## src/core/apw_regs.vh

```
/*
 * register offsets, field positions, reset values and timing counts for the host power and
 * watchdog sequencer. assumes a 250 MHz aclk and a 32-bit axi4-lite register bus.
 */
`ifndef APW_REGS_VH
`define APW_REGS_VH

// register byte offsets
`define APW_OFF_FUNC      8'h00
`define APW_OFF_PULSE     8'h04
`define APW_OFF_WDOG      8'h08
`define APW_OFF_STAT0     8'h0c
`define APW_OFF_STAT1     8'h10
`define APW_OFF_STAT2     8'h14
`define APW_OFF_STAT3     8'h18
`define APW_OFF_IRQ_STAT  8'h1c
`define APW_OFF_IRQ_MASK  8'h20
`define APW_OFF_KEYCFG    8'h24
`define APW_OFF_MISC      8'h28

// function mask bits
`define APW_BIT_RST_INV   1
`define APW_BIT_PWR_INV   2
`define APW_BIT_WD_ACT    3
`define APW_BIT_BLANK     4
`define APW_BIT_KRESET    5
`define APW_BIT_KPWRON    6
`define APW_BIT_KPWROFF   7

// interrupt status bits
`define APW_IRQ_RESET     0
`define APW_IRQ_PWR       1
`define APW_IRQ_WDOG      2
`define APW_IRQ_SENSE     3

// reset values
`define APW_RST_FUNC      8'h00
`define APW_RST_PULSE     8'h20

// timing
`define APW_CLK_MHZ       250
`define APW_TICK_US       31250
`define APW_TICK_CYC      (`APW_TICK_US * `APW_CLK_MHZ)
`define APW_HOLD_LONG     8'd128
`define APW_HOLD_SHORT    8'd8
`define APW_RST_PULSE_T   8'd32
`define APW_EXTRA_MAX     8'd160
`define APW_SEC_TICKS     6'd32
`define APW_REBOOT_T      8'd4

`endif

```

## src/core/apw_top.v

```verilog
/*
 * host power and reset sequencer with keypad triggers and a host watchdog, all in one module.
 * assumes synchronous, debounced key inputs and sense input, and an axi4-lite master on aclk.
 */
// The address map and the AXI4-Lite interface to the registers were left to the implementer.
`timescale 1ns/100ps
`include "apw_regs.vh"

module apw_top #(
  parameter [31:0] TICK_CYC = `APW_TICK_CYC
) (
  // clock and reset
  input  wire        aclk,
  input  wire        aresetn,
  // axi4-lite slave
  input  wire [7:0]  s_axi_awaddr,
  input  wire        s_axi_awvalid,
  output reg         s_axi_awready,
  input  wire [31:0] s_axi_wdata,
  input  wire [3:0]  s_axi_wstrb,
  input  wire        s_axi_wvalid,
  output reg         s_axi_wready,
  output reg  [1:0]  s_axi_bresp,
  output reg         s_axi_bvalid,
  input  wire        s_axi_bready,
  input  wire [7:0]  s_axi_araddr,
  input  wire        s_axi_arvalid,
  output reg         s_axi_arready,
  output reg  [31:0] s_axi_rdata,
  output reg  [1:0]  s_axi_rresp,
  output reg         s_axi_rvalid,
  input  wire        s_axi_rready,
  // keypad and host sense
  input  wire        key_confirm,
  input  wire        key_cancel,
  input  wire        host_sense,
  // host lines, driven only during pulses
  output reg         host_reset_o,
  output reg         host_reset_oe,
  output reg         host_power_o,
  output reg         host_power_oe,
  // display and self reboot
  output reg         display_blank,
  output reg         self_reboot,
  // interrupt
  output reg         irq
);

  localparam [2:0] ST_IDLE   = 3'd0;
  localparam [2:0] ST_RST    = 3'd1;
  localparam [2:0] ST_PWR    = 3'd2;
  localparam [2:0] ST_EXTRA  = 3'd3;
  localparam [2:0] ST_REBOOT = 3'd4;

  // configuration and status registers
  reg [7:0]  func_ff;
  reg [7:0]  pulse_ff;
  reg [7:0]  wd_ff;
  reg [7:0]  wd_cnt_ff;
  reg [5:0]  wd_sub_ff;
  reg [31:0] stat0_ff;
  reg [31:0] stat1_ff;
  reg [31:0] stat2_ff;
  reg [15:0] keycfg_ff;
  reg [23:0] misc_ff;
  reg [3:0]  ist_ff;
  reg [3:0]  imask_ff;
  // timebase and sequencer
  reg [31:0] tick_cnt_ff;
  reg        tick_ff;
  reg [2:0]  state_ff;
  reg [7:0]  tmr_ff;
  reg        after_rst_ff;
  reg [7:0]  hold_ok_ff;
  reg [7:0]  hold_x_ff;
  reg        sense_d_ff;
  // bus holding
  reg        aw_ff;
  reg        w_ff;
  reg [7:0]  awaddr_ff;
  reg [31:0] wdata_ff;
  reg [3:0]  wstrb_ff;

  wire busy     = (state_ff != ST_IDLE);
  wire wr_fire  = aw_ff && w_ff && !s_axi_bvalid;
  wire cmd_ok   = !busy;
  wire wd_on    = (wd_ff != 8'h00);
  wire sense_up = host_sense && !sense_d_ff;
  // host coming up reboots first: a watchdog expiry in the same tick is dropped, the reboot disarms it anyway
  wire sense_reb = sense_up && func_ff[`APW_BIT_BLANK];
  wire wd_fire   = tick_ff && wd_on && (wd_sub_ff == `APW_SEC_TICKS - 6'd1) && (wd_cnt_ff == 8'h01);
  wire key_rst   = tick_ff && host_sense && func_ff[`APW_BIT_KRESET] && key_confirm &&
                   (hold_ok_ff == `APW_HOLD_LONG - 8'd1);
  wire [3:0] irq_set;

  assign irq_set[`APW_IRQ_RESET] = (state_ff == ST_IDLE) && !sense_reb && !wd_fire && key_rst;
  assign irq_set[`APW_IRQ_PWR]   = (state_ff == ST_PWR) && tick_ff && (tmr_ff == 8'd1);
  assign irq_set[`APW_IRQ_WDOG]  = (state_ff == ST_IDLE) && !sense_reb && wd_fire;
  assign irq_set[`APW_IRQ_SENSE] = (state_ff == ST_IDLE) && sense_reb;

  function [7:0] merge8;
    input [7:0] old;
    input [7:0] nw;
    input       en;
    begin
      merge8 = en ? nw : old;
    end
  endfunction

  function [7:0] sat_inc;
    input [7:0] v;
    begin
      sat_inc = (v == 8'hff) ? v : v + 8'd1;
    end
  endfunction

  function [31:0] rd_mux;
    input [7:0] a;
    begin
      case (a)
        `APW_OFF_FUNC:     rd_mux = {24'h000000, func_ff};
        `APW_OFF_PULSE:    rd_mux = {24'h000000, pulse_ff};
        `APW_OFF_WDOG:     rd_mux = {24'h000000, wd_ff};
        // status bytes 0..3: fan and temperature reporting
        `APW_OFF_STAT0:    rd_mux = stat0_ff;
        // bytes 4..7: temperature, key press, key release, function | watchdog active
        `APW_OFF_STAT1:    rd_mux = {func_ff | (wd_on ? 8'h08 : 8'h00), keycfg_ff[15:8],
                                     keycfg_ff[7:0], stat1_ff[7:0]};
        // bytes 8..11: watchdog countdown, glitch delays 0..2
        `APW_OFF_STAT2:    rd_mux = {stat2_ff[23:0], wd_cnt_ff};
        // bytes 12..14: glitch delay 3, contrast, backlight
        `APW_OFF_STAT3:    rd_mux = {8'h00, misc_ff};
        `APW_OFF_IRQ_STAT: rd_mux = {28'h0000000, ist_ff};
        `APW_OFF_IRQ_MASK: rd_mux = {28'h0000000, imask_ff};
        `APW_OFF_KEYCFG:   rd_mux = {16'h0000, keycfg_ff};
        `APW_OFF_MISC:     rd_mux = {8'h00, misc_ff};
        default:           rd_mux = 32'h00000000;
      endcase
    end
  endfunction

  // write path: address and data taken in either order
  always @(posedge aclk) begin
    if (!aresetn) begin
      aw_ff         <= 1'b0;
      w_ff          <= 1'b0;
      awaddr_ff     <= 8'h00;
      wdata_ff      <= 32'h00000000;
      wstrb_ff      <= 4'h0;
      s_axi_awready <= 1'b0;
      s_axi_wready  <= 1'b0;
      s_axi_bvalid  <= 1'b0;
      s_axi_bresp   <= 2'b00;
    end else begin
      s_axi_awready <= !aw_ff && !s_axi_awready && s_axi_awvalid;
      s_axi_wready  <= !w_ff && !s_axi_wready && s_axi_wvalid;
      if (s_axi_awvalid && s_axi_awready) begin
        aw_ff     <= 1'b1;
        awaddr_ff <= s_axi_awaddr;
      end
      if (s_axi_wvalid && s_axi_wready) begin
        w_ff     <= 1'b1;
        wdata_ff <= s_axi_wdata;
        wstrb_ff <= s_axi_wstrb;
      end
      if (wr_fire) begin
        aw_ff        <= 1'b0;
        w_ff         <= 1'b0;
        s_axi_bvalid <= 1'b1;
        // while a sequence runs, writes are answered but refused
        s_axi_bresp  <= cmd_ok ? 2'b00 : 2'b10;
      end else if (s_axi_bvalid && s_axi_bready) begin
        s_axi_bvalid <= 1'b0;
      end
    end
  end

  // read path
  always @(posedge aclk) begin
    if (!aresetn) begin
      s_axi_arready <= 1'b0;
      s_axi_rvalid  <= 1'b0;
      s_axi_rdata   <= 32'h00000000;
      s_axi_rresp   <= 2'b00;
    end else begin
      s_axi_arready <= !s_axi_rvalid && !s_axi_arready && s_axi_arvalid;
      if (s_axi_arvalid && s_axi_arready) begin
        s_axi_rvalid <= 1'b1;
        s_axi_rdata  <= rd_mux(s_axi_araddr);
        s_axi_rresp  <= 2'b00;
      end else if (s_axi_rvalid && s_axi_rready) begin
        s_axi_rvalid <= 1'b0;
      end
    end
  end

  // 1/32 second timebase
  always @(posedge aclk) begin
    if (!aresetn) begin
      tick_cnt_ff <= 32'h00000000;
      tick_ff     <= 1'b0;
    end else if (tick_cnt_ff == TICK_CYC - 32'h00000001) begin
      tick_cnt_ff <= 32'h00000000;
      tick_ff     <= 1'b1;
    end else begin
      tick_cnt_ff <= tick_cnt_ff + 32'h00000001;
      tick_ff     <= 1'b0;
    end
  end

  // configuration, watchdog, sequencer
  always @(posedge aclk) begin
    if (!aresetn) begin
      func_ff       <= `APW_RST_FUNC;
      pulse_ff      <= `APW_RST_PULSE;
      wd_ff         <= 8'h00;
      wd_cnt_ff     <= 8'h00;
      wd_sub_ff     <= 6'h00;
      stat0_ff      <= 32'h00000000;
      stat1_ff      <= 32'h00000000;
      stat2_ff      <= 32'h00000000;
      keycfg_ff     <= 16'h0000;
      misc_ff       <= 24'h000000;
      ist_ff        <= 4'h0;
      imask_ff      <= 4'h0;
      state_ff      <= ST_IDLE;
      tmr_ff        <= 8'h00;
      after_rst_ff  <= 1'b0;
      hold_ok_ff    <= 8'h00;
      hold_x_ff     <= 8'h00;
      sense_d_ff    <= 1'b0;
      host_reset_o  <= 1'b0;
      host_reset_oe <= 1'b0;
      host_power_o  <= 1'b0;
      host_power_oe <= 1'b0;
      display_blank <= 1'b0;
      self_reboot   <= 1'b0;
      irq           <= 1'b0;
    end else begin
      sense_d_ff  <= host_sense;
      self_reboot <= 1'b0;
      // polarity: drive low unless invert bit set
      host_reset_o <= func_ff[`APW_BIT_RST_INV];
      host_power_o <= func_ff[`APW_BIT_PWR_INV];
      display_blank <= func_ff[`APW_BIT_BLANK] && !host_sense;
      irq <= |(ist_ff & imask_ff);

      // register writes, only while idle
      if (wr_fire && cmd_ok) begin
        case (awaddr_ff)
          `APW_OFF_FUNC:     func_ff  <= merge8(func_ff, wdata_ff[7:0] & 8'hf6, wstrb_ff[0]);
          `APW_OFF_PULSE:    if (wstrb_ff[0] && wdata_ff[7:0] != 8'h00)
                               pulse_ff <= wdata_ff[7:0];
          `APW_OFF_WDOG:     if (wstrb_ff[0]) begin
                               wd_ff     <= wdata_ff[7:0];
                               wd_cnt_ff <= wdata_ff[7:0];
                               wd_sub_ff <= 6'h00;
                             end
          `APW_OFF_STAT0:    stat0_ff <= wdata_ff;
          `APW_OFF_STAT1:    stat1_ff <= wdata_ff;
          `APW_OFF_STAT2:    stat2_ff <= wdata_ff;
          `APW_OFF_IRQ_MASK: if (wstrb_ff[0]) imask_ff <= wdata_ff[3:0];
          `APW_OFF_KEYCFG:   keycfg_ff <= wdata_ff[15:0];
          `APW_OFF_MISC:     misc_ff <= wdata_ff[23:0];
          default:           ;
        endcase
      end

      // write-one-to-clear, a new event wins over the clear; a refused write clears nothing
      if (wr_fire && cmd_ok && awaddr_ff == `APW_OFF_IRQ_STAT && wstrb_ff[0])
        ist_ff <= (ist_ff & ~wdata_ff[3:0]) | irq_set;
      else
        ist_ff <= ist_ff | irq_set;

      // key hold timers count in 1/32 s ticks, cleared on release
      if (!key_confirm || busy)
        hold_ok_ff <= 8'h00;
      else if (tick_ff)
        hold_ok_ff <= sat_inc(hold_ok_ff);
      if (!key_cancel || busy)
        hold_x_ff <= 8'h00;
      else if (tick_ff)
        hold_x_ff <= sat_inc(hold_x_ff);

      case (state_ff)
        ST_IDLE: begin
          // watchdog countdown in seconds
          if (wd_on && tick_ff) begin
            if (wd_sub_ff == `APW_SEC_TICKS - 6'd1) begin
              wd_sub_ff <= 6'h00;
              if (wd_cnt_ff == 8'h01) begin
                wd_ff     <= 8'h00;
                wd_cnt_ff <= 8'h00;
              end else begin
                wd_cnt_ff <= wd_cnt_ff - 8'd1;
              end
            end else begin
              wd_sub_ff <= wd_sub_ff + 6'd1;
            end
          end
          if (sense_reb) begin
            state_ff <= ST_REBOOT;
            tmr_ff   <= `APW_REBOOT_T;
          end else if (wd_fire) begin
            state_ff      <= ST_RST;
            tmr_ff        <= `APW_RST_PULSE_T;
            host_reset_oe <= 1'b1;
          end else if (key_rst) begin
            state_ff      <= ST_RST;
            tmr_ff        <= `APW_RST_PULSE_T;
            host_reset_oe <= 1'b1;
          end else if (tick_ff && !host_sense && func_ff[`APW_BIT_KPWRON] && key_confirm &&
                       hold_ok_ff == `APW_HOLD_SHORT - 8'd1) begin
            state_ff      <= ST_PWR;
            after_rst_ff  <= 1'b1;
            tmr_ff        <= pulse_ff;
            host_power_oe <= 1'b1;
          end else if (tick_ff && host_sense && func_ff[`APW_BIT_KPWROFF] && key_cancel &&
                       hold_x_ff == `APW_HOLD_LONG - 8'd1) begin
            state_ff      <= ST_PWR;
            after_rst_ff  <= 1'b0;
            tmr_ff        <= pulse_ff;
            host_power_oe <= 1'b1;
          end
        end
        ST_RST: begin
          if (tick_ff) begin
            if (tmr_ff == 8'd1) begin
              host_reset_oe <= 1'b0;
              state_ff      <= ST_REBOOT;
              tmr_ff        <= `APW_REBOOT_T;
            end else begin
              tmr_ff <= tmr_ff - 8'd1;
            end
          end
        end
        ST_PWR: begin
          if (tick_ff) begin
            if (tmr_ff == 8'd1) begin
              if (!after_rst_ff && key_cancel) begin
                state_ff <= ST_EXTRA;
                tmr_ff   <= `APW_EXTRA_MAX;
              end else begin
                host_power_oe <= 1'b0;
                state_ff      <= after_rst_ff ? ST_REBOOT : ST_IDLE;
                tmr_ff        <= `APW_REBOOT_T;
              end
            end else begin
              tmr_ff <= tmr_ff - 8'd1;
            end
          end
        end
        ST_EXTRA: begin
          if (!key_cancel || (tick_ff && tmr_ff == 8'd1)) begin
            host_power_oe <= 1'b0;
            state_ff      <= ST_IDLE;
            tmr_ff        <= 8'h00;
          end else if (tick_ff) begin
            tmr_ff <= tmr_ff - 8'd1;
          end
        end
        ST_REBOOT: begin
          self_reboot <= 1'b1;
          if (tick_ff) begin
            if (tmr_ff == 8'd1) begin
              state_ff  <= ST_IDLE;
              wd_ff     <= 8'h00;
              wd_cnt_ff <= 8'h00;
            end else begin
              tmr_ff <= tmr_ff - 8'd1;
            end
          end
        end
        default: state_ff <= ST_IDLE;
      endcase
    end
  end

endmodule // apw_top

```

## config.mk

```make
export PLATFORM = sky130hd
export DESIGN_NAME = apw_top
export DESIGN_NICKNAME = d
export VERILOG_FILES = /design/src/core/apw_top.v
export VERILOG_INCLUDE_DIRS = /design/src /design/src/core
export SDC_FILE = /design/constraint.sdc
export NUM_CORES = 1
export LEC_CHECK = 0
export BUFFER_PORTS_ARGS = -buffer_cell sky130_fd_sc_hd__buf_4
export CAP_MARGIN = 40
export CORE_MARGIN = 1.5
export CORE_UTILIZATION = 34
export CTS_CLUSTER_DIAMETER = 80
export DETAILED_ROUTE_END_ITERATION = 8
export PLACE_DENSITY = 0.5
export SLEW_MARGIN = 20
export SYNTH_ARGS = -nofsm -noshare
export SYNTH_HDL_FRONTEND = slang
export SYNTH_SLANG_ARGS = --single-unit
export TNS_END_PERCENT = 5
```

## constraint.sdc

```tcl
create_clock -name aclk -period 2.7 [get_ports aclk]
set_input_delay 0.135 -clock aclk [delete_from_list [all_inputs] [get_ports aclk]]
set_output_delay 0.135 -clock aclk [all_outputs]
set_load 0.02 [all_outputs]
```

==> results of run 1 <==
==> critical path, stage by stage (launching register included) <==
cell and delay (ns):
sky130_fd_sc_hd__dfxtp_1 0.57, sky130_fd_sc_hd__nand3b_1 0.18, sky130_fd_sc_hd__nor4bb_1 0.46, sky130_fd_sc_hd__a31oi_1 0.21, sky130_fd_sc_hd__a31oi_4 0.49, sky130_fd_sc_hd__nor2_1 0.08
sky130_fd_sc_hd__a311oi_1 0.24
==> sequential cells by signal, indices dropped and copies added (netlist names), 3 cells and up <==
register and count:
stat1_ff 8, s_axi_rdata 32, wd_sub_ff 6, pulse_ff 8
tmr_ff 8, wdata_ff 32, misc_ff 24, hold_x_ff 8
tick_cnt_ff 32, hold_ok_ff 8, wd_cnt_ff 8, imask_ff 4
ist_ff 4, wd_ff 8, stat0_ff 32, keycfg_ff 16
func_ff 6, state_ff 3, awaddr_ff 8, stat2_ff 24
==> metal layers <==
layer	share of wire, %	up-vias	track usage (%)
li1	-	5791	-
met1	49	5655	30.2
met2	44	278	32.0
met3	5.5	45	3.46
met4	1.4	0	4.51
met5	0	-	0
==> through the flow <==
step	util [%]	power (mW)
final	42.9	10.9
after global placement	38.5	6.22
after CTS	42.9	11.0
after global routing	42.9	11.4
after detailed placement	38.5	6.23
after floorplan	-	5.81
==> power groups by stage <==
stage	sequential, mW	combinational (mW)	clock [mW]
finish	4.66	1.54	4.73
global route	4.68	1.72	5.02
CTS	4.66	1.54	4.84
detailed placement	4.75	1.48	0
global placement	4.75	1.47	0
floorplan	4.70	1.11	0
==> worst max path at each step <==
stage,start,end,cells after the start
floorplan,wd_sub_ff[0],tmr_ff[6],7
CTS,tick_ff,tmr_ff[7],6
detailed placement,s_axi_araddr[4],s_axi_rdata[0],7
global route,tick_ff,tmr_ff[2],6
finish,tick_ff,tmr_ff[7],6
global placement,s_axi_araddr[4],s_axi_rdata[0],7
==> logic make-up (layout without fill, tap and decap cells) <==
group                    count (synthesis)  after routing  share of synthesized area [%]
AND/OR/NAND/NOR                        667            667                           23.4
AO/OA/AOI/OAI                          350            350                           17.0
flip-flops                             298            298                           45.3
buffers and inverters                  120            293                           4.13
multiplexers                            79             79                           6.04
XOR/XNOR                                49             49                           3.26
adder cells (fa/ha/maj)                  8              8                          0.761
other                                    1              3                         0.0285
==> final cells by class <==
cell class | instances | area [µm²] | area share (%)
clock buffer | 60 | 1120 | 6.92
clock inverter | 5 | 40.0 | 0.247
inverter | 21 | 83.8 | 0.516
multi-input combinational | 1156 | 6660 | 41.0
sequential | 298 | 5970 | 36.7
tap | 511 | 639 | 3.94
timing repair buffer | 207 | 1720 | 10.6
==> cell usage in the layout, fill, tap and decap left out, types with 13 or more instances in the layout <==
cell type	Yosys	final
sky130_fd_sc_hd__a22o_1	17	17
sky130_fd_sc_hd__nor3_1	26	26
sky130_fd_sc_hd__mux2i_1	76	76
sky130_fd_sc_hd__inv_1	21	20
sky130_fd_sc_hd__xor2_1	23	23
sky130_fd_sc_hd__clkbuf_16	0	38
sky130_fd_sc_hd__o21ai_0	47	47
sky130_fd_sc_hd__nand2_1	295	295
sky130_fd_sc_hd__dfxtp_1	298	298
sky130_fd_sc_hd__xnor2_1	26	26
sky130_fd_sc_hd__buf_4	7	152
sky130_fd_sc_hd__nand3_1	41	41
sky130_fd_sc_hd__a22oi_1	36	36
sky130_fd_sc_hd__dlygate4sd3_1	0	52
sky130_fd_sc_hd__nand4_1	14	14
sky130_fd_sc_hd__nor2_1	178	178
sky130_fd_sc_hd__clkbuf_1	69	13
sky130_fd_sc_hd__a21oi_1	164	163
==> results.json, run 1 <==
{
  "dp.cells": 2141,
  "timing.critical_path.arrival_ns": 2.75,
  "hp-start": "s_axi_araddr[0]",
  "p_leak_nw": 5.91,
  "rsz0062_at_grt": "no",
  "run_status": "finished, final reports clean",
  "globalRouteTotalUtil_pct": 20.8,
  "ff2ff_setup_slack_ns": 0.37,
  "synth_largest_type_area_fraction_pct": 45.3,
  "p_seq_share_pct": 42.6,
  "timing.max_slew.rel_slack_pct": 44.1,
  "worst-setup-path-type": "flop to flop",
  "p_sw_mw": 2.96,
  "timing.reg2reg.worst_path_depth": 6,
  "postSynthAreaPerCell_um2": 8.37,
  "finalHoldWorstSlack_ns": 0.0462,
  "powerDensity_nw_per_um2": 673,
  "ys_types": 81,
  "finalSetupViolCount": 0,
  "gp_congestion": 0.892,
  "num_vias": 11769,
  "most_frequent_cells_after_synthesis": "298 x sky130_fd_sc_hd__dfxtp_1, 295 x sky130_fd_sc_hd__nand2_1, 178 x sky130_fd_sc_hd__nor2_1",
  "starting_utilization_of_the_core_area_pct": 34.8,
  "place_hpwl_um": 28200,
  "synth.top_cells.by_area": "sky130_fd_sc_hd__dfxtp_1 45%, sky130_fd_sc_hd__nand2_1 8.4%, sky130_fd_sc_hd__a21oi_1 6.2%",
  "tritoncts": "done",
  "number_of_enable_flip_flop_cells_after_synthesis": 0,
  "cts_max_level": 2,
  "layout.cell_area.non_filler_um2": 16200,
  "floorplan.die.width_um": 200,
  "io_buffers": 103,
  "post_route_ant_nets": 0,
  "post_cts_resized": 0,
  "ys.flop_type": "sky130_fd_sc_hd__dfxtp_1",
  "rows": 71,
  "post-place-ws_ns": 0.250,
  "post_route_cells_drive_above_1_share_pct": 14.1,
  "detailed_place.area_um2": 14600,
  "io_pins": 110,
  "ctsLongestPathBuffers": 3,
  "layout-area-overhead-vs-synth_pct": 23.4,
  "hold_path_class": "primary input to flop",
  "timing.critical_path.fanout_max": 15,
  "post_route_drc_violation_count": 0,
  "clock_pin_transition_on_the_worst_setup_and_hold_timing_paths_ns": 0.06,
  "via_cell_ratio": 5.21,
  "timing.hold.worst_endpoint": "s_axi_rdata[1]",
  "final.min_clock_period_ns": 2.33,
  "summed_instance_area_of_the_synthesized_netlist_um2": 13200,
  "grt_antenna_before_repair": 0,
  "ys_seq_area_share_pct": 45.3,
  "p_comb_share_pct": 14.1,
  "grt_first_pass_wirelength_um": 63900,
  "die-area_um2": 39900,
  "postCtsSetupBuffers": 0,
  "insertedDiodeCount": 0,
  "aggregate_global_routing_overflow": 0,
  "root_buffer": "sky130_fd_sc_hd__clkbuf_16",
  "r2r-start": "tick_ff",
  "capture_point_of_the_worst_reg_to_reg_path": "tmr_ff[7]",
  "ys_ff_latch": 298,
  "syn-instance-count": 1572,
  "wirelength_um": 41400,
  "cap_viol_max_count": 0,
  "finalWorstSetupSlack_ns": 0.369,
  "setup_total_negative_slack_ns": 0,
  "fmax_mhz": 429,
  "wl_per_cell_um": 18.3,
  "first_iter_violations": 966,
  "timing.critical_path.required_ns": 3.12,
  "final-hold-violation-count": 0,
  "synth_largest_area_cell": "sky130_fd_sc_hd__dfxtp_1",
  "number_of_buffers_created_by_cts": 36,
  "power.share.clock_pct": 43.3,
  "cts_hold_buf": 52,
  "clock_latency_ns": 0.54,
  "design.core.area_um2": 37800,
  "grt_start_max_net_pins": 118,
  "max_slew.worst_pin.slew_ns": 0.817,
  "synthesis.yosys.warnings": 0,
  "cts.sinks": 298,
  "yosysMostFrequentCell": "sky130_fd_sc_hd__dfxtp_1",
  "design.final.nets": 1790,
  "dieHeight_um": 200,
  "vias_in_the_first_global_route": 10934,
  "min_delay_path_depth": 4,
  "crit_path_end_kind": "flop",
  "cellInternalPower_mw": 7.97,
  "final.fill_count": 3889,
  "vdd.ir_drop.worst_uv": 443,
  "postSynth.asyncResetShare_pct": 0,
  "switching_share_of_total_power_pct": 27.1,
  "timing_max_transition_violations_final": 0,
  "post_layout_nonfiller_instances": 2258,
  "layout_worst_path_cycle_share_pct": 86.3,
  "startpoint_type": "flop",
  "detailedRoute.firstPassIterationCount": 6,
  "final_clock_skew_ns": 0.0343
}
Power figures use the tool's default switching activity.
==> inputs of run 2 (changes only) <==
--- a/config.mk
+++ b/config.mk
@@ -8,11 +8,13 @@
 export LEC_CHECK = 0
 export BUFFER_PORTS_ARGS = -buffer_cell sky130_fd_sc_hd__buf_4
 export CAP_MARGIN = 40
+export CELL_PAD_IN_SITES_DETAIL_PLACEMENT = 1
+export CELL_PAD_IN_SITES_GLOBAL_PLACEMENT = 2
 export CORE_MARGIN = 1.5
 export CORE_UTILIZATION = 34
 export CTS_CLUSTER_DIAMETER = 80
 export DETAILED_ROUTE_END_ITERATION = 8
-export PLACE_DENSITY = 0.5
+export PLACE_DENSITY_LB_ADDON = 0.1
 export SLEW_MARGIN = 20
 export SYNTH_ARGS = -nofsm -noshare
 export SYNTH_HDL_FRONTEND = slang
==> run 2 against run 1 <==
Net effect:
- core utilization rose by 0.13 points
- sequential cell count did not move
- clock power barely moved
- non-clock buffer count rose by 9
- sequential power barely moved
- register-to-register slack barely moved
- critical endpoint is now tmr_ff[2]
- power rose by 0.25%
- fmax rose by 0.11%
- final cell count rose by 0.27%
- count of clock-buffer cells in the layout fell by 3
- largest power group unchanged
==> results.json, run 2 (synthesis gave the netlist of run 1 again) <==
{
  "met2_wirelength_um": 20100,
  "crit_path_end_kind": "flop",
  "timing.critical_path.required_ns": 3.18,
  "timing.hold.worst_endpoint": "s_axi_wready",
  "post_route_drc_violation_count": 0,
  "post_route_ant_nets": 0,
  "starting_utilization_of_the_core_area_pct": 34.8,
  "fmax_mhz": 429,
  "gp_congestion": 0.837,
  "timing.reg2reg.worst_path_depth": 7,
  "ff2ff_setup_slack_ns": 0.37,
  "post_layout_total_power_mw": 11.0,
  "die-area_um2": 39900,
  "critPathSlowestCell": "sky130_fd_sc_hd__nor4bb_1",
  "detailroute.wirelength.met3_um": 1730,
  "wl_per_cell_um": 20.2,
  "p_comb_share_pct": 14.3,
  "ctsLongestPathBuffers": 3,
  "p_sw_mw": 3.00,
  "capture_point_of_the_worst_reg_to_reg_path": "tmr_ff[2]",
  "run_status": "finished, final reports clean",
  "cellInternalPower_mw": 7.96,
  "timing_max_transition_violations_final": 0,
  "via_cell_ratio": 5.25,
  "final-hold-violation-count": 0,
  "r2r-start": "hold_ok_ff[0]",
  "finalSetupViolCount": 0,
  "tritoncts": "done",
  "p_seq_share_pct": 42.5,
  "critical_path.max_stage_delay_ns": 0.49,
  "number_of_buffers_created_by_cts": 36,
  "power.share.clock_pct": 43.2,
  "timing.critical_path.fanout_max": 15,
  "layout_worst_path_cycle_share_pct": 86.2,
  "grt_first_pass_wirelength_um": 70600,
  "timing.max_slew.rel_slack_pct": 55.7,
  "insertedDiodeCount": 0,
  "hold_path_class": "primary input to flop",
  "dieHeight_um": 200,
  "io_buffers": 103,
  "wirelength_um": 45700,
  "globalRouteTotalUtil_pct": 23.2,
  "worst-setup-path-type": "flop to flop",
  "grt_antenna_before_repair": 0,
  "clock_latency_ns": 0.54,
  "post_route_cells_drive_above_1_share_pct": 14.4,
  "num_vias": 11894,
  "route.top_layer_used": "met4",
  "cp_cell_sequence": "ha_1 > nand2_1 > nor4bb_1 > a31oi_1 > a31oi_4 > mux2i_1 > and2_1",
  "layout-area-overhead-vs-synth_pct": 23.8,
  "post_cts_resized": 0,
  "rows": 71,
  "cts_max_level": 2,
  "detailedRoute.firstPassIterationCount": 5,
  "aggregate_global_routing_overflow": 0,
  "met1_length_um": 22600,
  "hp-start": "aresetn",
  "switching_share_of_total_power_pct": 27.4,
  "grt_start_max_net_pins": 93,
  "final.min_clock_period_ns": 2.33,
  "first_iter_violations": 644,
  "layout_commonest_cell": "sky130_fd_sc_hd__dfxtp_1",
  "rsz0062_at_grt": "no",
  "startpoint_type": "flop",
  "clock_pin_transition_on_the_worst_setup_and_hold_timing_paths_ns": 0.06,
  "floorplan.die.width_um": 200,
  "design.final.nets": 1799,
  "max_slew.worst_pin.slew_ns": 0.655,
  "vdd.ir_drop.worst_uv": 404,
  "io_pins": 110,
  "setup_total_negative_slack_ns": 0,
  "min_delay_path_depth": 3,
  "vias_in_the_first_global_route": 11922,
  "cap_viol_max_count": 0,
  "final_clock_skew_ns": 0.0138,
  "root_buffer": "sky130_fd_sc_hd__clkbuf_16",
  "cts.sinks": 298,
  "final.fill_count": 4547,
  "timing.critical_path.arrival_ns": 2.81,
  "powerDensity_nw_per_um2": 673,
  "p_leak_nw": 5.93,
  "place_hpwl_um": 30900,
  "layout_common_cells": "298 x sky130_fd_sc_hd__dfxtp_1, 295 x sky130_fd_sc_hd__nand2_1, 178 x sky130_fd_sc_hd__nor2_1",
  "design.core.area_um2": 37800
}
-- run 2: repair_timing --
item | CTS | global route
buffers inserted | 0 | 0
endpoints found under the hold margin | 48 | 0
hold buffers | 55 | 0
-- run 2: layer usage --
layer / vias to the layer above / global-route usage (%)
li1: 5795 / -
met1: 5816 / 32.8
met2: 212 / 36.0
met3: 71 / 3.38
met4: 0 / 7.94
met5: - / 0
-- run 2: worst max path at each step --
stage	startpoint	depth (start not counted)	slack, ns	end
finish	hold_ok_ff[0]	7	0.37	tmr_ff[2]
global route	hold_ok_ff[0]	7	0.1	tmr_ff[7]
CTS	hold_ok_ff[0]	7	0.35	tmr_ff[2]
detailed placement	hold_ok_ff[0]	7	0.38	tmr_ff[2]
global placement	hold_ok_ff[0]	7	0.43	tmr_ff[2]
floorplan	wd_sub_ff[0]	7	0.72	tmr_ff[6]
-- run 2: layout make-up --
cell class	count	area, µm²	area share (%)
sequential	298	5970	36.6
inverter	21	83.8	0.515
clock buffer	57	1080	6.64
timing repair buffer	216	1800	11.0
multi-input combinational	1156	6670	41.0
clock inverter	5	50.0	0.307
tap	511	639	3.93
-- run 2: power groups by stage --
stage / clock, mW / sequential (mW) / combinational (mW)
floorplan: 0 / 4.70 / 1.11
global placement: 0 / 4.75 / 1.49
detailed placement: 0 / 4.76 / 1.52
CTS: 4.85 / 4.66 / 1.58
global route: 5.04 / 4.68 / 1.75
finish: 4.73 / 4.66 / 1.57
-- run 2: critical path, delay by kind of cell, from the launching register on --
kind                       cells  cell delay [ns]
AOI/OAI and AO/OA              2             0.69
adders and majority gates      1             0.21
DFF                            1             0.37
muxes                          1             0.24
and+or+nand+nor                3             0.78
-- run 2: metrics by stage --
stage	area, µm²	std cells	setup slack [ns]	utilization, %	hold slack, ns
6_report	16300	2264	0.371	43.0	0.0333
5_1_grt	16300	2264	0.0956	43.0	0.0451
2_1_floorplan	13200	1574	0.716	-	0.211
4_1_cts	16300	2264	0.355	43.0	0.0146
3_5_place_dp	14600	2147	0.380	38.6	0.392
3_3_place_gp	14600	2147	0.426	38.6	0.385
